### src/ptcs_pkg.sv
/*
   ptcs_pkg: register map, field positions, reset values and divider table of the
   programmable timer count-clock block.
   assumes: nibble-wide register port, one aligned nibble per byte address.
*/
package ptcs_pkg;

   // widths
   localparam int NUM_TIMERS = 4;
   localparam int NUM_PAIRS = 2;
   localparam int NIB_W = 4;
   localparam int CNT_W = 8;
   localparam int ADDR_W = 16;
   localparam int DIV_TAPS = 9;
   localparam int EXP_W = 4;

   // count clock selector registers, one per timer at consecutive addresses
   localparam logic [ADDR_W-1:0] TIMER0_CLOCK_SELECT = 16'hFF18;
   localparam logic [ADDR_W-1:0] TIMER1_CLOCK_SELECT = 16'hFF19;
   localparam logic [ADDR_W-1:0] TIMER2_CLOCK_SELECT = 16'hFF1A;
   localparam logic [ADDR_W-1:0] TIMER3_CLOCK_SELECT = 16'hFF1B;

   // timer pair windows: pair 0 (timers 0/1) and pair 1 (timers 2/3)
   localparam logic [ADDR_W-1:0] PAIR_WINDOW_BASE = 16'hFF80;
   localparam int PAIR_WIN_LSB = 5;
   localparam int PAIR_SEL_BIT = 4;
   localparam int SUB_W = 4;
   localparam int SEL_IDX_W = 2;

   // sub-offsets inside a pair window
   localparam logic [SUB_W-1:0] SUB_MODE_CTRL = 4'h0;
   localparam logic [SUB_W-1:0] SUB_RUN_CTRL = 4'h2;
   localparam logic [1:0] REGION_RELOAD = 2'h1;
   localparam logic [1:0] REGION_COUNT = 2'h2;
   localparam logic [1:0] REGION_COMPARE = 2'h3;

   // printed offsets of the timer 2/3 data registers
   localparam logic [ADDR_W-1:0] TIMER3_RELOAD_LOW = 16'hFF96;
   localparam logic [ADDR_W-1:0] TIMER3_RELOAD_HIGH = 16'hFF97;
   localparam logic [ADDR_W-1:0] TIMER2_COUNT_LOW = 16'hFF98;
   localparam logic [ADDR_W-1:0] TIMER2_COUNT_HIGH = 16'hFF99;
   localparam logic [ADDR_W-1:0] TIMER3_COUNT_LOW = 16'hFF9A;
   localparam logic [ADDR_W-1:0] TIMER3_COUNT_HIGH = 16'hFF9B;
   localparam logic [ADDR_W-1:0] TIMER2_COMPARE_LOW = 16'hFF9C;
   localparam logic [ADDR_W-1:0] TIMER2_COMPARE_HIGH = 16'hFF9D;
   localparam logic [ADDR_W-1:0] TIMER3_COMPARE_LOW = 16'hFF9E;
   localparam logic [ADDR_W-1:0] TIMER3_COMPARE_HIGH = 16'hFF9F;

   // mode control fields
   localparam int POLARITY_BIT = 0;
   localparam int NOISE_BIT = 1;
   localparam int EVENT_MODE_BIT = 2;
   localparam int WIDE_MODE_BIT = 3;

   // run control fields: lower timer in bits 1:0, upper timer in bits 3:2
   localparam int RUN_LO_BIT = 0;
   localparam int TRIG_LO_BIT = 1;
   localparam int RUN_HI_BIT = 2;
   localparam int TRIG_HI_BIT = 3;

   // selector encoding
   localparam logic [NIB_W-1:0] SEL_OFF = 4'h0;
   localparam int SEL_HS_BIT = 3;

   // divider exponent per selector code (code 0 unused: clock off)
   localparam logic [EXP_W-1:0] SEL_DIV_EXP [16] = '{
      4'h0, 4'h8, 4'h6, 4'h5, 4'h4, 4'h2, 4'h1, 4'h0,
      4'h8, 4'h6, 4'h5, 4'h4, 4'h3, 4'h2, 4'h1, 4'h0
   };

   // reset values
   localparam logic [NIB_W-1:0] NIB_RESET = 4'h0;
   localparam logic [CNT_W-1:0] CNT_RESET = 8'h00;
   localparam logic [CNT_W-1:0] CNT_ZERO = 8'h00;
   localparam logic [CNT_W-1:0] CNT_ONE = 8'h01;

endpackage

### src/ptcs_prescaler.sv
/*
   ptcs_prescaler: synchronises one oscillator pin into core_clk and turns its
   rising edges into single-cycle ticks divided by 1, 2, 4 ... 256.
   assumes: the oscillator runs below half of core_clk.
*/
`timescale 1ns/1ns
module ptcs_prescaler
   import ptcs_pkg::*;
(
   // clock and reset
   input wire logic core_clk,
   input wire logic reset_n,
   // oscillator pin
   input wire logic oscPin,
   // divided ticks, bit k pulses once per 2**k oscillator periods
   output logic [DIV_TAPS-1:0] divTick
);

   logic syncA_q;
   logic syncB_q;
   logic prev_q;
   logic [CNT_W-1:0] divCnt_q;
   wire oscRise = syncB_q & ~prev_q;

   always_ff @(posedge core_clk or negedge reset_n) begin
      if (!reset_n) begin
         syncA_q <= 1'b0;
         syncB_q <= 1'b0;
         prev_q <= 1'b0;
         divCnt_q <= CNT_RESET;
      end else begin
         syncA_q <= oscPin;
         syncB_q <= syncA_q;
         prev_q <= syncB_q;
         if (oscRise) begin
            divCnt_q <= divCnt_q + CNT_ONE;
         end
      end
   end

   // ticks are one-cycle pulses of a free-running counter, so switching taps never glitches
   genvar k;
   generate
      for (k = 0; k < DIV_TAPS; k++) begin : g_tap
         localparam logic [CNT_W-1:0] MASK = CNT_W'((1 << k) - 1);
         assign divTick[k] = oscRise & ((divCnt_q & MASK) == MASK);
      end
   endgenerate

endmodule // ptcs_prescaler

### src/ptcs_timer_unit.sv
/*
   ptcs_timer_unit: four 8-bit down-counters with per-timer count clock selection,
   event counting with edge polarity, chained 16-bit pairs and a nibble register port.
   assumes: oscillator and event pins are asynchronous; the register port is on core_clk.
*/
// The strobed register port was left to the implementer.
//
// Operation
// - codes F..8 give high-speed oscillator divided by 1,2,4,8,16,32,64,256.
// - codes 7..1 give low-speed oscillator divided by 1,2,4,16,32,64,256.
// - code 0 stops the count clock; reset clears every selector to 0.
// - each timer owns a 4-bit selector at consecutive addresses.
// - polarity 1 counts rising event edges, 0 counts falling edges.
// - polarity matters only in event counter mode.
// - reset clears both polarity bits.
// - timer 2/3 counts read-only as low then high nibble, zero after reset.
// - timer 2/3 compare values read/write as nibbles, zero after reset.
// - timer 3 reload value read/write as nibbles, zero after reset.
// - reload trigger bits act on write and read back as zero.
// - in event mode timers 0 and 2 count their own event pins.
// - in chained mode the upper timer counts lower timer underflows.
`timescale 1ns/1ns
module ptcs_timer_unit
   import ptcs_pkg::*;
(
   // clock and reset
   input wire logic core_clk,
   input wire logic reset_n,
   // oscillator pins
   input wire logic high_speed_osc_clock,
   input wire logic low_speed_osc_clock,
   // event pins, pair 0 and pair 1
   input wire logic event_input_a,
   input wire logic event_input_b,
   // register port
   input wire logic [ADDR_W-1:0] regAddr,
   input wire logic [NIB_W-1:0] regWrData,
   input wire logic regWrStrobe,
   input wire logic regRdStrobe,
   output logic [NIB_W-1:0] regRdData_q,
   // underflow pulses, one per timer
   output logic [NUM_TIMERS-1:0] timerUnderflow_q
);

   // register state
   logic [NUM_TIMERS-1:0][NIB_W-1:0] count_clock_selector_q;
   logic [NUM_TIMERS-1:0][CNT_W-1:0] reloadValue_q;
   logic [NUM_TIMERS-1:0][CNT_W-1:0] compareValue_q;
   logic [NUM_TIMERS-1:0][CNT_W-1:0] countValue_q;
   logic [NUM_TIMERS-1:0] runEnable_q;
   logic [NUM_PAIRS-1:0] eventEdgePolarity_q;
   logic [NUM_PAIRS-1:0] noiseFilterSel_q;
   logic [NUM_PAIRS-1:0] event_count_mode_select_q;
   logic [NUM_PAIRS-1:0] chained_wide_mode_select_q;

   // event pin synchronisers and edge history
   logic [NUM_PAIRS-1:0] evSyncA_q;
   logic [NUM_PAIRS-1:0] evSyncB_q;
   logic [NUM_PAIRS-1:0] evPrev_q;
   logic [NUM_PAIRS-1:0] evEdge;

   // divided oscillator ticks
   logic [DIV_TAPS-1:0] hsTick;
   logic [DIV_TAPS-1:0] lsTick;

   // per-timer internals
   logic [NUM_TIMERS-1:0] underflow;
   logic [NUM_TIMERS-1:0] trigPulse;

   ptcs_prescaler u_hs_prescaler (
      .core_clk(core_clk),
      .reset_n(reset_n),
      .oscPin(high_speed_osc_clock),
      .divTick(hsTick)
   );

   ptcs_prescaler u_ls_prescaler (
      .core_clk(core_clk),
      .reset_n(reset_n),
      .oscPin(low_speed_osc_clock),
      .divTick(lsTick)
   );

   // address decode
   wire selectorHit = (regAddr[ADDR_W-1:SEL_IDX_W] == TIMER0_CLOCK_SELECT[ADDR_W-1:SEL_IDX_W]);
   wire [SEL_IDX_W-1:0] selectorIdx = regAddr[SEL_IDX_W-1:0];
   wire pairHit = (regAddr[ADDR_W-1:PAIR_WIN_LSB] == PAIR_WINDOW_BASE[ADDR_W-1:PAIR_WIN_LSB]);
   wire pairIdx = regAddr[PAIR_SEL_BIT];
   wire [SUB_W-1:0] subAddr = regAddr[SUB_W-1:0];
   wire [1:0] region = subAddr[SUB_W-1:SUB_W-2];
   wire upperSel = subAddr[1];
   wire highNib = subAddr[0];
   wire modeHit = pairHit && (subAddr == SUB_MODE_CTRL);
   wire runHit = pairHit && (subAddr == SUB_RUN_CTRL);
   wire reloadHit = pairHit && (region == REGION_RELOAD);
   wire countHit = pairHit && (region == REGION_COUNT);
   wire compareHit = pairHit && (region == REGION_COMPARE);
   wire [1:0] dataTimer = {pairIdx, upperSel};

   // read selection
   wire [NIB_W-1:0] modeRead = {chained_wide_mode_select_q[pairIdx], event_count_mode_select_q[pairIdx],
                                noiseFilterSel_q[pairIdx], eventEdgePolarity_q[pairIdx]};
   // trigger bits sit at zero in the read word
   wire [NIB_W-1:0] runRead = {1'b0, runEnable_q[{pairIdx, 1'b1}], 1'b0, runEnable_q[{pairIdx, 1'b0}]};
   wire [CNT_W-1:0] reloadWord = reloadValue_q[dataTimer];
   wire [CNT_W-1:0] countWord = countValue_q[dataTimer];
   wire [CNT_W-1:0] compareWord = compareValue_q[dataTimer];
   wire [NIB_W-1:0] reloadNib = highNib ? reloadWord[CNT_W-1:NIB_W] : reloadWord[NIB_W-1:0];
   wire [NIB_W-1:0] countNib = highNib ? countWord[CNT_W-1:NIB_W] : countWord[NIB_W-1:0];
   wire [NIB_W-1:0] compareNib = highNib ? compareWord[CNT_W-1:NIB_W] : compareWord[NIB_W-1:0];
   // unmapped addresses read as zero
   wire [NIB_W-1:0] readMux = selectorHit ? count_clock_selector_q[selectorIdx] :
                              modeHit ? modeRead :
                              runHit ? runRead :
                              reloadHit ? reloadNib :
                              countHit ? countNib :
                              compareHit ? compareNib : NIB_RESET;

   always_ff @(posedge core_clk or negedge reset_n) begin
      if (!reset_n) begin
         regRdData_q <= NIB_RESET;
      end else begin
         regRdData_q <= regRdStrobe ? readMux : NIB_RESET;
      end
   end

   // per-pair mode control and event edge detection
   genvar p;
   generate
      for (p = 0; p < NUM_PAIRS; p++) begin : g_pair
         wire modeWr = regWrStrobe && modeHit && (pairIdx == 1'(p));
         wire evPin = (p == 0) ? event_input_a : event_input_b;

         always_ff @(posedge core_clk or negedge reset_n) begin
            if (!reset_n) begin
               eventEdgePolarity_q[p] <= 1'b0;
               noiseFilterSel_q[p] <= 1'b0;
               event_count_mode_select_q[p] <= 1'b0;
               chained_wide_mode_select_q[p] <= 1'b0;
               evSyncA_q[p] <= 1'b0;
               evSyncB_q[p] <= 1'b0;
               evPrev_q[p] <= 1'b0;
            end else begin
               if (modeWr) begin
                  eventEdgePolarity_q[p] <= regWrData[POLARITY_BIT];
                  noiseFilterSel_q[p] <= regWrData[NOISE_BIT];
                  event_count_mode_select_q[p] <= regWrData[EVENT_MODE_BIT];
                  chained_wide_mode_select_q[p] <= regWrData[WIDE_MODE_BIT];
               end
               evSyncA_q[p] <= evPin;
               evSyncB_q[p] <= evSyncA_q[p];
               evPrev_q[p] <= evSyncB_q[p];
            end
         end

         // polarity picks the edge; it is read only on the event path below
         assign evEdge[p] = eventEdgePolarity_q[p] ? (evSyncB_q[p] & ~evPrev_q[p]) :
                                                     (~evSyncB_q[p] & evPrev_q[p]);
      end
   endgenerate

   // per-timer selector, data registers and down-counter
   genvar t;
   generate
      for (t = 0; t < NUM_TIMERS; t++) begin : g_timer
         localparam int PAIR = t / 2;
         localparam bit UPPER = (t % 2) == 1;
         localparam int RUN_BIT = UPPER ? RUN_HI_BIT : RUN_LO_BIT;
         localparam int TRIG_BIT = UPPER ? TRIG_HI_BIT : TRIG_LO_BIT;

         wire myData = (dataTimer == 2'(t));
         wire selWr = regWrStrobe && selectorHit && (selectorIdx == 2'(t));
         wire runWr = regWrStrobe && runHit && (pairIdx == 1'(PAIR));
         wire reloadWr = regWrStrobe && reloadHit && myData;
         wire compareWr = regWrStrobe && compareHit && myData;

         // selector code to tick: the top bit picks the oscillator, the table the tap
         wire [NIB_W-1:0] code = count_clock_selector_q[t];
         wire [EXP_W-1:0] divExp = SEL_DIV_EXP[code];
         wire hsPick = hsTick[divExp];
         wire lsPick = lsTick[divExp];
         wire selTick = (code != SEL_OFF) && (code[SEL_HS_BIT] ? hsPick : lsPick);
         wire chained = UPPER && chained_wide_mode_select_q[PAIR];
         // only the lower timer of each pair has an event pin
         wire evMode = !UPPER && event_count_mode_select_q[PAIR];
         wire countTick;
         wire running;

         if (UPPER) begin : g_upper
            assign countTick = chained ? underflow[t-1] : selTick;
            // chained pair follows the lower timer's run control
            assign running = chained ? runEnable_q[t-1] : runEnable_q[t];
         end else begin : g_lower
            assign countTick = evMode ? evEdge[PAIR] : selTick;
            assign running = runEnable_q[t];
         end

         assign trigPulse[t] = runWr && regWrData[TRIG_BIT];
         wire step = running && countTick;
         assign underflow[t] = step && (countValue_q[t] == CNT_ZERO);

         always_ff @(posedge core_clk or negedge reset_n) begin
            if (!reset_n) begin
               count_clock_selector_q[t] <= SEL_OFF;
               runEnable_q[t] <= 1'b0;
               reloadValue_q[t] <= CNT_RESET;
               compareValue_q[t] <= CNT_RESET;
               countValue_q[t] <= CNT_RESET;
               timerUnderflow_q[t] <= 1'b0;
            end else begin
               if (selWr) begin
                  count_clock_selector_q[t] <= regWrData;
               end
               if (runWr) begin
                  runEnable_q[t] <= regWrData[RUN_BIT];
               end
               if (reloadWr && highNib) begin
                  reloadValue_q[t][CNT_W-1:NIB_W] <= regWrData;
               end
               if (reloadWr && !highNib) begin
                  reloadValue_q[t][NIB_W-1:0] <= regWrData;
               end
               if (compareWr && highNib) begin
                  compareValue_q[t][CNT_W-1:NIB_W] <= regWrData;
               end
               if (compareWr && !highNib) begin
                  compareValue_q[t][NIB_W-1:0] <= regWrData;
               end
               // software trigger wins over a tick in the same cycle
               if (trigPulse[t]) begin
                  countValue_q[t] <= reloadValue_q[t];
               end else if (underflow[t]) begin
                  countValue_q[t] <= reloadValue_q[t];
               end else if (step) begin
                  countValue_q[t] <= countValue_q[t] - CNT_ONE;
               end
               timerUnderflow_q[t] <= underflow[t];
            end
         end
      end
   endgenerate

endmodule // ptcs_timer_unit

### config.mk
export PLATFORM = sky130hd
export DESIGN_NAME = ptcs_timer_unit
export DESIGN_NICKNAME = d
export VERILOG_FILES = /design/src/ptcs_pkg.sv /design/src/ptcs_prescaler.sv /design/src/ptcs_timer_unit.sv
export SDC_FILE = /design/constraint.sdc
export NUM_CORES = 1
export LEC_CHECK = 0
export ABC_AREA = 1
export BUFFER_PORTS_ARGS = -buffer_cell sky130_fd_sc_hd__buf_2
export CORE_AREA = 2 2 140 142
export CTS_CLUSTER_DIAMETER = 100
export CTS_CLUSTER_SIZE = 20
export DETAILED_ROUTE_END_ITERATION = 7
export DIE_AREA = 0 0 142 144
export GPL_ROUTABILITY_DRIVEN = 0
export GPL_TIMING_DRIVEN = 0
export PLACE_DENSITY = 0.66
export SETUP_SLACK_MARGIN = 0.4
export SLEW_MARGIN = 20
export SYNTH_ARGS = -nofsm -noshare
export SYNTH_HDL_FRONTEND = slang
export SYNTH_SLANG_ARGS = --single-unit
export TNS_END_PERCENT = 30
### constraint.sdc
create_clock -name core_clk -period 6.7 [get_ports core_clk]
set_input_delay 1.34 -clock core_clk [delete_from_list [all_inputs] [get_ports core_clk]]
set_output_delay 1.34 -clock core_clk [all_outputs]
set_load 0.05 [all_outputs]
# Word-level counts from Yosys, hierarchy flattened

Memory sizes are Yosys's and may differ from the RTL's.
Index checks and enable logic that the tools add are counted.

Add/sub/neg operators: 6
Order comparisons: 13
Equality and inequality tests: 26
Muxes and demuxes: 78
Bitwise operators: 33
Reduce and logical (&&, ||, !) cells: 74

Operator list:

| operator                                                             | count |
|---|---|
| 8-bit 2-to-1 mux                                                     | 15 |
| 4-bit 2-to-1 mux                                                     | 19 |
| 1-bit logical AND                                                    | 58 |
| 8-bit binary-select mux with 2-bit select                            | 3 |
| 1-bit binary-select mux with 4-bit select                            | 8 |
| 8-bit logical NOT                                                    | 4 |
| 1-bit 2-to-1 mux                                                     | 32 |
| 8-bit by 1-bit subtractor with 8-bit output, second input constant   | 4 |
| 1-bit AND                                                            | 22 |
| 5-bit greater-or-equal comparator, second input constant             | 4 |
| 4-bit by 5-bit < comparator with 1-bit output, second input constant | 4 |
| 4-bit NOT with 5-bit output                                          | 4 |
| 8-bit by 1-bit adder with 8-bit output, second input constant        | 2 |
| 2-bit == test, second input constant                                 | 8 |
| 8-bit == test, second input constant                                 | 2 |
| 4-bit nonzero test                                                   | 4 |
| 14-bit == test, second input constant                                | 1 |
| 7-bit == test, second input constant                                 | 2 |
| 6-bit == test, second input constant                                 | 2 |
| 2-bit by 3-bit < comparator with 1-bit output, second input constant | 4 |
| 3-bit nonzero test                                                   | 4 |
| 11-bit == test, second input constant                                | 1 |
| 5-bit == test, second input constant                                 | 2 |
| 4-bit binary-select mux with 2-bit select                            | 1 |
| 9 further kinds                                                      | 20 |

Register bits after elaboration: 160
ROM bits: 256
Output and inout port bits: 8
Logic and storage cells: 289
Memories: 4

Memories:

| name             | depth | width | read ports | clocked after Yosys merged registers in | wr ports | line                   | text |
|---|---|---|---|---|---|---|---|
| (name not given) | 16    | 4     | 1          | 0                                       | 0        | ptcs_timer_unit.sv:179 | `wire [EXP_W-1:0] divExp = SEL_DIV_EXP[code];` |
| (name not given) | 16    | 4     | 1          | 0                                       | 0        | ptcs_timer_unit.sv:179 |  |
| (name not given) | 16    | 4     | 1          | 0                                       | 0        | ptcs_timer_unit.sv:179 |  |
| (name not given) | 16    | 4     | 1          | 0                                       | 0        | ptcs_timer_unit.sv:179 |  |

# Longest topological paths before layout

Gate-level depths: netlist of the first run.

Depth after elaboration: 16
Depth in mapped cells: 23

# Hierarchy

From an unflattened synthesis of the first run, not the netlist that was laid out.

Cells, all modules: 1278
Area total of the unflattened synthesis: 9604.2 um^2

Modules (own cells, without submodules):

| module          | times used | cells each | area an instance (um^2) | seq. area each (um^2) |
|---|---|---|---|---|
| ptcs_timer_unit | 1          | 1132       | 8393.0                  | 3453.3 |
| ptcs_prescaler  | 2          | 73         | 605.6                   | 275.3 |

# Worst setup path after synthesis of the first run

Ideal clock, no wire load.

Kind: input to register
Start: input regAddr[6]
End: register countValue_q[14] in the netlist's numbering
Library setup time: 0.113 ns
Arrival time: 2.886 ns
Data required time: 6.587 ns
Setup slack: 3.701 ns
Cell stages on the path: 11
Path buffers: 1
Cell sequence: nor3_2 -> nand4_1 -> inv_1 -> nand3_1 -> nor3_1 -> nand3_2 -> clkbuf_1 -> nand3_1 -> nand3_2 -> nand2_1 -> inv_1

Word-level cells in the longest chain between the ends: 6
Elaborated cells between the ends (all ways): 7
Those cells by class: eq/ne (1); mux (1); reduce/logical (5)

Ends and longest elaborated chain:

| item                                                                           | line                   | text |
|---|---|---|
| from (decl)                                                                    | ptcs_timer_unit.sv:36  | `input wire logic [ADDR_W-1:0] regAddr,` |
| 11-bit == test (*)                                                             | ptcs_timer_unit.sv:87  | `wire pairHit = (regAddr[ADDR_W-1:PAIR_WIN_LSB] == PAIR_WINDOW_BASE[ADDR_W-1:PAIR_WIN_LSB]);` |
| 1-bit logical AND (*)                                                          | ptcs_timer_unit.sv:94  | `wire runHit = pairHit && (subAddr == SUB_RUN_CTRL);` |
| 1-bit logical AND (*) (2 in series)                                            | ptcs_timer_unit.sv:173 | `wire runWr = regWrStrobe && runHit && (pairIdx == 1'(PAIR));` |
| 1-bit logical AND (*)                                                          | ptcs_timer_unit.sv:198 | `assign trigPulse[t] = runWr && regWrData[TRIG_BIT];` |
| 3-bit nonzero test (no source line) / 8-bit 2-to-1 mux (equally long branches) | -                      |  |
| to (signal, indexed assignment)                                                | ptcs_timer_unit.sv:231 | `countValue_q[t] <= reloadValue_q[t];` |
| to (signal, indexed assignment)                                                | ptcs_timer_unit.sv:233 | `countValue_q[t] <= reloadValue_q[t];` |
| to (signal, indexed assignment)                                                | ptcs_timer_unit.sv:235 | `countValue_q[t] <= countValue_q[t] - CNT_ONE;` |
| to (decl)                                                                      | ptcs_timer_unit.sv:49  | `logic [NUM_TIMERS-1:0][CNT_W-1:0] countValue_q;` |

Mark *: on every way between the ends. The rest lies on a longest branch, timed or not.
A chain may end at the register's enable or synchronous reset.

# Worst setup path after layout of the first run

Start: input regAddr[6]
End: register count_clock_selector_q, in the netlist g_timer[3].code[2]

Word-level cells in the longest chain between the ends: 3

Ends and longest elaborated chain:

| item                            | line                   | text |
|---|---|---|
| 14-bit == test                  | ptcs_timer_unit.sv:85  | `wire selectorHit = (regAddr[ADDR_W-1:SEL_IDX_W] == TIMER0_CLOCK_SELECT[ADDR_W-1:SEL_IDX_W]);` |
| 1-bit logical AND (2 in series) | ptcs_timer_unit.sv:172 | `wire selWr = regWrStrobe && selectorHit && (selectorIdx == 2'(t));` |
| to (signal, indexed assignment) | ptcs_timer_unit.sv:212 | `count_clock_selector_q[t] <= regWrData;` |
| to (decl)                       | ptcs_timer_unit.sv:46  | `logic [NUM_TIMERS-1:0][NIB_W-1:0] count_clock_selector_q;` |

Every way passes these cells.

==> results of run 1 <==
-- power by group --
group          total [mW]  internal (mW)  switching (mW)
clock                1.05          0.644           0.404
combinational       0.186         0.0602           0.125
sequential           1.03          0.996          0.0306
total                2.26           1.70           0.560
-- worst max path at each step --
stage / startpoint / end / depth (start not counted)
after floorplan: regAddr[6] / countValue_q[14]$_DFFE_PN0P_ / 11
after global placement: reset_n / countValue_q[18]$_DFFE_PN0P_ / 1
after detailed placement: regAddr[6] / g_timer[3].code[1]$_DFFE_PN0P_ / 9
after CTS: regAddr[6] / g_timer[3].code[2]$_DFFE_PN0P_ / 9
after global routing: regAddr[6] / g_timer[3].code[0]$_DFFE_PN0P_ / 9
final: regAddr[6] / g_timer[3].code[2]$_DFFE_PN0P_ / 9
-- cells in the final DEF, fill, tap and decap left out, types with 4 or more instances in the layout --
master     instances
dfrtp_1          160
o31ai_1            4
nand3_4            4
o211ai_1          30
nand3_2           13
buf_4              4
nand2_1          313
buf_2             35
a221oi_1           5
clkbuf_16         17
nor3_1            11
ha_1              10
nand2_2           19
nor2_1            81
o21ai_1           23
clkinv_2           4
xor2_1            17
nor2_2             4
o21ai_2            4
o21ai_0          114
xnor2_1            8
a21oi_1           15
o22ai_1           36
inv_1            109
inv_2             11
nand3b_1           6
nand2_4            4
bufinv_16          4
clkbuf_1          22
nor2_4             6
nand3_1          103
nand4_1           12
-- critical path: stages --
cell and delay (ps):
buf_2 100, nor3_2 190, nand3_1 120, nor4_1 690, inv_1 210, nor2_1 370
nand3_1 350, nand2_1 140, o21ai_1 80
-- layout make-up --
| type | count | area share [%] |
|---|---|---|
| Multi-Input combinational cell | 877 | 44.31 |
| Sequential cell | 160 | 38.55 |
| Inverter | 124 | 4.530 |
| Clock buffer | 19 | 4.361 |
| Tap cell | 238 | 2.867 |
| Timing Repair Buffer | 33 | 1.903 |
| Clock inverter | 13 | 1.771 |
| Buffer | 36 | 1.711 |
-- cell families (layout without fill, tap and decap cells) --
family / count (synthesis) / count (layout) / synth area share [%]
AND/OR/NAND/NOR: 585 / 585 / 29.26
AO/OA/AOI/OAI: 256 / 256 / 16.64
flip-flops: 160 / 160 / 43.27
buffers and inverters: 160 / 225 / 7.004
XOR/XNOR: 25 / 25 / 2.366
adder cells (fa/ha/maj): 10 / 10 / 1.352
multiplexers: 1 / 1 / 0.1082
-- flip-flops by register name (all words and copies together) (netlist names), 4 cells and up --
signal	cells
reloadValue_q	32
regRdData_q	4
u_hs_prescaler.divCnt_q	8
countValue_q	32
g_timer.code	16
compareValue_q	32
timerUnderflow_q	4
u_ls_prescaler.divCnt_q	8
-- per-layer routing --
| layer | GRT usage [%] | vias up |
|---|---|---|
| met3 | 6.755 | 47 |
| met1 | 38.75 | 4014 |
| met4 | 7.842 | 0 |
| met5 | 0 | - |
| li1 | - | 4131 |
| met2 | 38.47 | 316 |
==> metrics.txt, run 1 <==
RSZ-0062 raised after global routing=false; fin. max-slew vios=0; DRC violations left=0; Avg WL per Cell=17.21 µm; Starting DRT DRC Count=770; top routing layer in use=met4; minimum clock period=3303 ps; Mapped Cells=1197; final-stage net count=1287; dpl hpwl=19.02 mm; vias per cell=5.672; # fillers=1787; syn nets=1235; Worst Path Max Fanout=8; Startpoint Class=input pin; most common cell in the netlist=nand2_1; Critical R2R Capture=countValue_q[24]$_DFFE_PN0P_; metal2 WL=11.14 mm; port bufs=32; Die Y=144 µm; row count=51; largest net degree at the start of global routing=98; core area=19080 µm²; outcome=finished clean; power per cell area=217.7 nW/µm²; met1 WL=12.15 mm; vias in the first global route=7724; initial antenna violation count=0; worst slew pin tran=880.7 ps; Final period util=49.30%; Detail Route met3 WL=1.956 mm; Non-Filler Instances=1500; share of layout cells above drive strength 1=12.04%; ANT cells=0; gr usage total=26.40%; Synth area leader=dfrtp_1; clock skew=7.540 ps; H-tree depth=4; Critical Path RT=7000 ps; I/O Pins=36; HP Class=flip-flop to flip-flop; top cells by count, synth=313 x nand2_1, 160 x dfrtp_1, 114 x o21ai_0; Hold Crit Depth=0; Die Wd=142 µm; FF+latch area=4004 µm²; Power, Total=2.261 mW; share of the synthesized area in the top cell type=43.27%; vias=8508; Reg2Reg Setup Slack=3680 ps; relative slew slack=40.75%; Max IR drop VDD=0.1779 mV; Post-CTS Resized=0; r2r startpoint=u_hs_prescaler.divCnt_q[0]$_DFFE_PN0N_; Synth cell types=54; crit end category=flip-flop; Initial Util=48.50%; CTS Buf Count=17; Synth-to-Final Area Change=12.24%; final worst hold slack=349.6 ps; Worst EP arrival=3600 ps; Yosys warning count=0; clock-pin slew on the worst setup and hold paths=60 ps; Routed Wire Length=25.81 mm; Mapped Area=9254 µm²; Hold Path Origin=u_hs_prescaler.syncA_q$_DFF_PN0_; DP Worst Slack=3015 ps; CTS max path bufs=2; Clock Latency Late Sink=440 ps; final hold violations=0; Main synth FF type=dfrtp_1; worst setup margin=3397 ps; Sinks on Clock Net=160; setup tns final=0 ps; synthesized area per cell=7.731 µm²; placed insts=1468; Post-CTS Setup Inserts=0; FFs w/ async S/R, synth=100.0%; crit path kind=input pin to flip-flop; Multi-input gate area=4602 µm²; Die ar.=20450 µm²; Placed Area=9749 µm²; number of synthesized register bits=160; grt ovf=0; Hold Crit Endpoint=u_hs_prescaler.syncB_q$_DFF_PN0_; detailed-router iteration count before antenna repair=8; reg2reg path depth=19; hold_buf cts=0; Final Setup Violations=0; Lkg Pwr=4.916 nW; Clk Tree Root Cell=clkbuf_16; first-pass GRT wire length=41.72 mm; post-synthesis sequential area ratio=43.27%; design area=10390 µm²; fmax=0.3027 GHz; max-cap violations=0; final core occ=54.44%; top cells by area, synth=dfrtp_1 43%, nand2_1 13%, o21ai_0 6.2%; CTS tree=done; Post-DRT Antenna Nets=0; Post-synth EDFFs=0
No activity file was read; power rests on OpenSTA's default activity.
==> inputs of run 2 (changes only) <==
--- a/config.mk
+++ b/config.mk
@@ -14,7 +14,7 @@
 export DIE_AREA = 0 0 142 144
 export GPL_ROUTABILITY_DRIVEN = 0
 export GPL_TIMING_DRIVEN = 0
-export PLACE_DENSITY = 0.66
+export PLACE_DENSITY = 0.68
 export SETUP_SLACK_MARGIN = 0.4
 export SLEW_MARGIN = 20
 export SYNTH_ARGS = -nofsm -noshare
==> constraint.sdc (replaced) <==
create_clock -name core_clk -period 2.8 [get_ports core_clk]
set_input_delay 0.56 -clock core_clk [delete_from_list [all_inputs] [get_ports core_clk]]
set_output_delay 0.56 -clock core_clk [all_outputs]
set_load 0.05 [all_outputs]
==> metrics.txt, run 2 (synthesized netlist as in run 1, its figures left out) <==
Starting DRT DRC Count=768 (-0.26%); ANT cells=0 (unchanged); switching share of total power=25.37% (+0.60 points); reg2reg path depth=20 (+1); vias=8912 (+4.7%); Worst EP arrival=2850 ps (-750 ps); dpl hpwl=19.00 mm (-0.10%); initial antenna violation count=0 (unchanged); critical path, cell by cell=ha_4 > nand3_2 > inv_2 > ha_1 > nand2_2 > o211ai_2 > nand2_1 > nand2_1 > nand3_1 > nand2_1 > nand2_2 > nand2_4 > nand3_4 > nand2_4 > nand3_4 > buf_6 > nand3_2 > nand3_1 > nand2_1 > inv_1; Synth-to-Final Area Change=20.59%; hold_buf cts=0 (unchanged); r2r startpoint=u_ls_prescaler.divCnt_q[1]$_DFFE_PN0N_; fmax=0.3957 GHz; Die ar.=20450 µm² (unchanged); Startpoint Class=flip-flop; commonest non-fill, non-tap cells in the layout=291 x nand2_1, 154 x dfrtp_1, 111 x o21ai_0, 105 x inv_1, 93 x nand3_1; vias in the first global route=7929 (+2.7%); commonest non-fill, non-tap cell in the layout=nand2_1; grt ovf=0 (unchanged); final hold violations=0 (unchanged); gr usage total=26.81% (+0.41 points); Avg WL per Cell=17.76 µm (+3.2%); Critical Path RT=3130 ps (-3870 ps); Die Y=144 µm (unchanged); outcome=finished clean; Critical R2R Capture=countValue_q[29]$_DFFE_PN0P_; CTS tree=done; design area=11160 µm² (+7.4%); # fillers=1684 (-5.8%); CTS Buf Count=17 (unchanged); Crit-path slowest cell=dfrtp_1; CP Launch Point=u_ls_prescaler.divCnt_q[1]$_DFFE_PN0N_; final-stage net count=1328 (+3.2%); Final period util=90.26%; clock skew=10.27 ps (+2.731 ps); Power, Total=5.382 mW (+140%); core area=19080 µm² (unchanged); largest net degree at the start of global routing=85 (-13%); fin. max-slew vios=0 (unchanged); worst slew pin tran=871.5 ps (-9.217 ps); combinational share of power=10.3% (+2.1 points); Lkg Pwr=5.197 nW (+5.7%); port bufs=32 (unchanged); first-pass GRT wire length=42.31 mm (+1.4%); minimum clock period=2527 ps; HP Class=input pin to async pin; Routed Wire Length=27.35 mm (+6.0%); Clk pwr share=44.0% (-2.4 points); setup tns final=0 ps (unchanged); Max IR drop VDD=0.4390 mV (+150%); clock-pin slew on the worst setup and hold paths=60 ps (about the same); Worst path top cell family by delay=simple AND/OR/NAND/NOR gates; share of layout cells above drive strength 1=19.66% (+7.6 points); RSZ-0062 raised after global routing=true; Initial Util=48.50% (unchanged); slowest stage delay, CP=410 ps (-280 ps); final worst hold slack=69.89 ps (-279.7 ps); Reg2Reg Setup Slack=270 ps (-3410 ps); FF+latch area=4011 µm² (+0.19%); largest registers=compareValue_q (32), countValue_q (32), reloadValue_q (32); Die Wd=142 µm (unchanged); Multi-input gate area=5036 µm² (+9.4%); sequential fraction of design power=45.7% (+0.3 points); Post-DRT Antenna Nets=0 (unchanged); crit path kind=flip-flop to flip-flop; most used cell, CP=nand2_1; DRC violations left=0 (unchanged); H-tree depth=4 (unchanged); Worst Path Buf+Inv=3 (+1); row count=51 (unchanged); Switch Pwr=1.365 mW (+140%); Placed Area=9749 µm² (unchanged); Sinks on Clock Net=160 (unchanged); Clk Tree Root Cell=clkbuf_16; placed insts=1468 (unchanged); I/O Pins=36 (unchanged); Power Internal=4.016 mW (+140%); CTS max path bufs=2 (unchanged); Worst Path Max Fanout=5 (-3); max-cap violations=0 (unchanged); crit end category=flip-flop; Final Setup Violations=0 (unchanged); Non-Filler Instances=1540 (+2.7%); Clock Latency Late Sink=430 ps (about the same); relative slew slack=41.16% (+0.42 points); vias per cell=5.787 (+2.0%); detailed-router iteration count before antenna repair=5 (-3); power per cell area=482.2 nW/µm² (+120%)
[run 2: final cells by class]
cell class / instances / share of cell area (%)
clock inverter: 9 / 1.200
clock buffer: 22 / 4.070
timing repair buffer: 70 / 4.709
timing repair inverter: 1 / 0.05606
inverter: 124 / 4.384
multi-input combinational: 880 / 45.13
tap: 238 / 2.668
sequential: 160 / 35.95
buffer: 36 / 1.839
[run 2: worst register-to-register path: cells and delay by family (launching register included)]
kind | cells | cell delay [ps]
AO/OA/AOI/OAI | 1 | 180
adder cells (fa/ha/maj) | 2 | 340
buffers and inverters | 3 | 300
flip-flops | 1 | 410
AND/OR/NAND/NOR | 14 | 1180
[run 2: power groups by stage]
| stage | combinational, mW | clock (mW) | sequential (mW) |
|---|---|---|---|
| 6_report | 0.553 | 2.37 | 2.46 |
| 3_5_place_dp | 0.443 | 0 | 2.50 |
| 5_1_grt | 0.627 | 2.50 | 2.47 |
| 2_1_floorplan | 0.273 | 0 | 2.48 |
| 4_1_cts | 0.495 | 2.40 | 2.45 |
| 3_3_place_gp | 0.430 | 0 | 2.50 |
[run 2: worst max-delay path by stage]
stage	to	slack (ps)	cells after the start
final	countValue_q[29]$_DFFE_PN0P_	270	20
after global routing	countValue_q[29]$_DFFE_PN0P_	70	20
after CTS	countValue_q[26]$_DFFE_PN0P_	360	21
after detailed placement	countValue_q[24]$_DFFE_PN0P_	-130	19
after global placement	timerUnderflow_q[3]$_DFF_PN0_	-1310	1
after floorplan	countValue_q[11]$_DFFE_PN0P_	580	21
[run 2: repair_timing]
action,CTS,global route
resized for setup,39,88
pin swaps,10,46
setup endpoints to repair,57,112
hold endpoints to repair,0,0
gates cloned,1,7
buffers inserted,11,22
[run 2: metrics by stage]
| stage | worst slack, ps | util (%) |
|---|---|---|
| after detailed placement | -129.0 | 51.10 |
| after floorplan | 577.0 | - |
| after global routing | 73.33 | 58.49 |
| after CTS | 357.0 | 55.45 |
| after global placement | -1310 | 50.90 |
| final | 272.6 | 58.49 |
[run 2: metal layers]
layer / vias up / share of wire, % / GRT usage (%)
met5: - / 0 / 0
met4: 0 / 2.4 / 8.842
met3: 51 / 8.1 / 5.563
met2: 413 / 45 / 41.14
met1: 4232 / 45 / 38.06
li1: 4216 / - / -
==> inputs of run 3 (changes only) <==
--- a/config.mk
+++ b/config.mk
@@ -5,13 +5,12 @@
 export SDC_FILE = /design/constraint.sdc
 export NUM_CORES = 1
 export LEC_CHECK = 0
-export ABC_AREA = 1
 export BUFFER_PORTS_ARGS = -buffer_cell sky130_fd_sc_hd__buf_2
-export CORE_AREA = 2 2 140 142
+export CORE_AREA = 2 2 141 143
 export CTS_CLUSTER_DIAMETER = 100
 export CTS_CLUSTER_SIZE = 20
 export DETAILED_ROUTE_END_ITERATION = 7
-export DIE_AREA = 0 0 142 144
+export DIE_AREA = 0 0 143 145
 export GPL_ROUTABILITY_DRIVEN = 0
 export GPL_TIMING_DRIVEN = 0
 export PLACE_DENSITY = 0.68
==> metrics.txt, run 3 <==
outcome=finished, violations left; failing checks=negative setup slack; Clock Latency Late Sink=440 ps (about the same); Yosys warning count=0 (unchanged); largest net degree at the start of global routing=93 (+9.4%); Avg WL per Cell=21.80 µm (+23%); DRC violations left=0 (unchanged); max-cap violations=0 (unchanged); core area=19210 µm² (+0.67%); number of synthesized register bits=160 (unchanged); crit end category=flip-flop; clock-pin slew on the worst setup and hold paths=70 ps (about the same); Worst Path Max Fanout=6 (+1); row count=51 (unchanged); Starting DRT DRC Count=896 (+17%); Reg2Reg Setup Slack=-170 ps (-450 ps); worst slew pin tran=1057 ps (+185.2 ps); top cells by count, synth=160 x dfrtp_1, 85 x mux2_2, 79 x nor2_1; power per cell area=488.4 nW/µm² (+1.3%); r2r startpoint=u_hs_prescaler.divCnt_q[0]$_DFFE_PN0N_; top cells by area, synth=dfrtp_1 42%, mux2_2 10%, mux4_2 8.1%; Die ar.=20740 µm² (+1.4%); design area=11610 µm² (+4.0%); Power Internal=4.140 mW (+3.1%); Worst EP arrival=3290 ps (+440 ps); DP Worst Slack=-592.6 ps (-463.5 ps); final-stage net count=1057 (-20%); Critical Path RT=3120 ps (about the same); Initial Util=49.21% (+0.71 points); Synth cell types=79 (+46%); Clk Tree Root Cell=clkbuf_16; Main synth FF type=dfrtp_1; gr usage total=27.45% (+0.64 points); port bufs=33 (+3.1%); CTS max path bufs=2 (unchanged); final worst hold slack=56.87 ps (-13.01 ps); share of layout cells above drive strength 1=33.72% (+14 points); crit path kind=flip-flop to flip-flop; combinational share of power=12.1% (+1.8 points); Post-synth EDFFs=0 (unchanged); Die Wd=143 µm (+0.70%); worst setup margin=-173.5 ps (-446.1 ps); CTS tree=done; CTS Buf Count=17 (unchanged); initial antenna violation count=0 (unchanged); Startpoint Class=flip-flop; Power, Total=5.671 mW (+5.4%); Clk pwr share=43.4% (-0.6 points); Max IR drop VDD=0.3958 mV (-9.8%); dpl hpwl=19.41 mm (+2.1%); H-tree depth=4 (unchanged); vias=8141 (-8.7%); commonest non-fill, non-tap cells in the layout=157 x dfrtp_1, 78 x mux2_2, 69 x nor2_1, 63 x nand2_1, 42 x buf_2; Final Setup Violations=25 (+25); most common cell in the netlist=dfrtp_1; final hold violations=0 (unchanged); largest registers=compareValue_q (32), countValue_q (32), reloadValue_q (32); minimum clock period=2974 ps (+446.1 ps); Mapped Area=9452 µm² (+2.1%); Mapped Cells=922 (-23%); sequential fraction of design power=44.6% (-1.1 points); Sinks on Clock Net=160 (unchanged); Critical R2R Capture=countValue_q[24]$_DFFE_PN0P_; Routed Wire Length=28.28 mm (+3.4%); Synth-to-Final Area Change=22.85%; relative slew slack=29.01% (-12 points); fmax=0.3363 GHz (-15%); switching share of total power=27.00% (+1.6 points); detailed-router iteration count before antenna repair=5 (unchanged); fin. max-slew vios=0 (unchanged); I/O Pins=36 (unchanged); HP Class=input pin to async pin; setup tns final=-2234 ps (-2234 ps); Final period util=106.2% (+16 points); Die Y=145 µm (+0.69%); Switch Pwr=1.531 mW (+12%); post-synthesis sequential area ratio=42.36% (-0.90 points); Synth area leader=dfrtp_1; FFs w/ async S/R, synth=100.0% (unchanged); share of the synthesized area in the top cell type=42.36% (-0.90 points); syn nets=960 (-22%); commonest non-fill, non-tap cell in the layout=dfrtp_1; Post-DRT Antenna Nets=0 (unchanged); grt ovf=0 (unchanged); synthesized area per cell=10.25 µm² (+33%); Lkg Pwr=5.082 nW (-2.2%); reg2reg path depth=12 (-40%); ANT cells=0 (unchanged); Crit-path slowest cell=dfrtp_2; hold_buf cts=0 (unchanged); vias in the first global route=7727 (-2.5%); critical path, cell by cell=ha_4 > nand3_4 > buf_4 > nor3_4 > a32oi_1 > a2111oi_4 > a21oi_2 > a211oi_4 > a21oi_4 > buf_6 > a22o_1 > a221o_1; vias per cell=6.277 (+8.5%); RSZ-0062 raised after global routing=true; slowest stage delay, CP=390 ps (-20 ps); clock skew=10.45 ps (+0.1831 ps); first-pass GRT wire length=43.50 mm (+2.8%); Placed Area=10110 µm² (+3.7%)
[run 3: changes by cell type after synthesis, moves of 21 or more]
cell	change
nand2_1	-245
mux2_2	+85
o211ai_1	-22
o22ai_1	-28
nand3_1	-69
a21oi_1	+29
inv_1	-82
o21ai_1	-21
o21ai_0	-70
mux4_2	+34
[run 3: stage by stage]
| stage | cells | utilization, % |
|---|---|---|
| CTS | 1288 | 58.63 |
| finish | 1297 | 60.45 |
| floorplan | 922 | - |
| detailed placement | 1221 | 52.65 |
| global route | 1297 | 60.45 |
| global placement | 1220 | 52.45 |
[run 3: worst max-delay path by stage]
stage | startpoint | endpoint | cells after the start
after global routing | u_hs_prescaler.divCnt_q[1]$_DFFE_PN0N_ | countValue_q[24]$_DFFE_PN0P_ | 14
after detailed placement | u_hs_prescaler.divCnt_q[0]$_DFFE_PN0N_ | countValue_q[24]$_DFFE_PN0P_ | 14
after floorplan | u_hs_prescaler.divCnt_q[0]$_DFFE_PN0N_ | countValue_q[24]$_DFFE_PN0P_ | 14
after global placement | reset_n | u_hs_prescaler.divCnt_q[0]$_DFFE_PN0N_ | 1
final | u_hs_prescaler.divCnt_q[0]$_DFFE_PN0N_ | countValue_q[24]$_DFFE_PN0P_ | 12
after CTS | u_hs_prescaler.divCnt_q[1]$_DFFE_PN0N_ | countValue_q[24]$_DFFE_PN0P_ | 14
[run 3: power groups by stage]
stage	registers, mW	logic (mW)	clock network [mW]
4_1_cts	2.53	0.632	2.48
6_report	2.53	0.684	2.46
3_5_place_dp	2.60	0.475	0
2_1_floorplan	2.55	0.292	0
5_1_grt	2.54	0.741	2.59
3_3_place_gp	2.60	0.457	0
[run 3: worst max-delay path: cells and delay by family, from the launching register on]
kind | cells | cell delay [ps]
and+or+nand+nor | 2 | 410
buffers and inverters | 2 | 320
AOI/OAI and AO/OA | 7 | 1590
adders and majority gates | 1 | 150
DFF | 1 | 390
[run 3: metal layers]
layer / track usage [%] / share of wire [%] / vias to the layer above / wire, µm
met4: 11.39 / 4.3 / 0 / 1207
li1: - / - / 3623 / -
met1: 38.29 / 42 / 4025 / 11760
met3: 6.106 / 8.0 / 78 / 2256
met2: 41.44 / 46 / 415 / 13050
met5: 0 / 0 / - / 0
[run 3: final cells by class]
class | instances | area [µm²]
fill | 1525 | 7596
multi-input combinational | 674 | 5659
sequential | 160 | 4008
timing repair buffer | 78 | 576.8
clock buffer | 20 | 436.7
tap | 265 | 331.6
buffer | 60 | 316.6
clock inverter | 12 | 172.7
inverter | 28 | 110.1
[run 3: logic make-up after synthesis]
group / synth area share, %
muxes: 18.97
and+or+nand+nor: 17.63
buffers and inverters: 3.746
xor gates and xnor gates: 1.575
adders and majority gates: 1.324
DFF: 42.36
AOI/OAI and AO/OA: 14.39
[run 3: repair_timing]
item,4_1_cts,5_1_grt
setup buffers,33,9
gates cloned,2,0
setup endpoints to repair,113,88
resized for setup,79,74
pin swaps,43,28
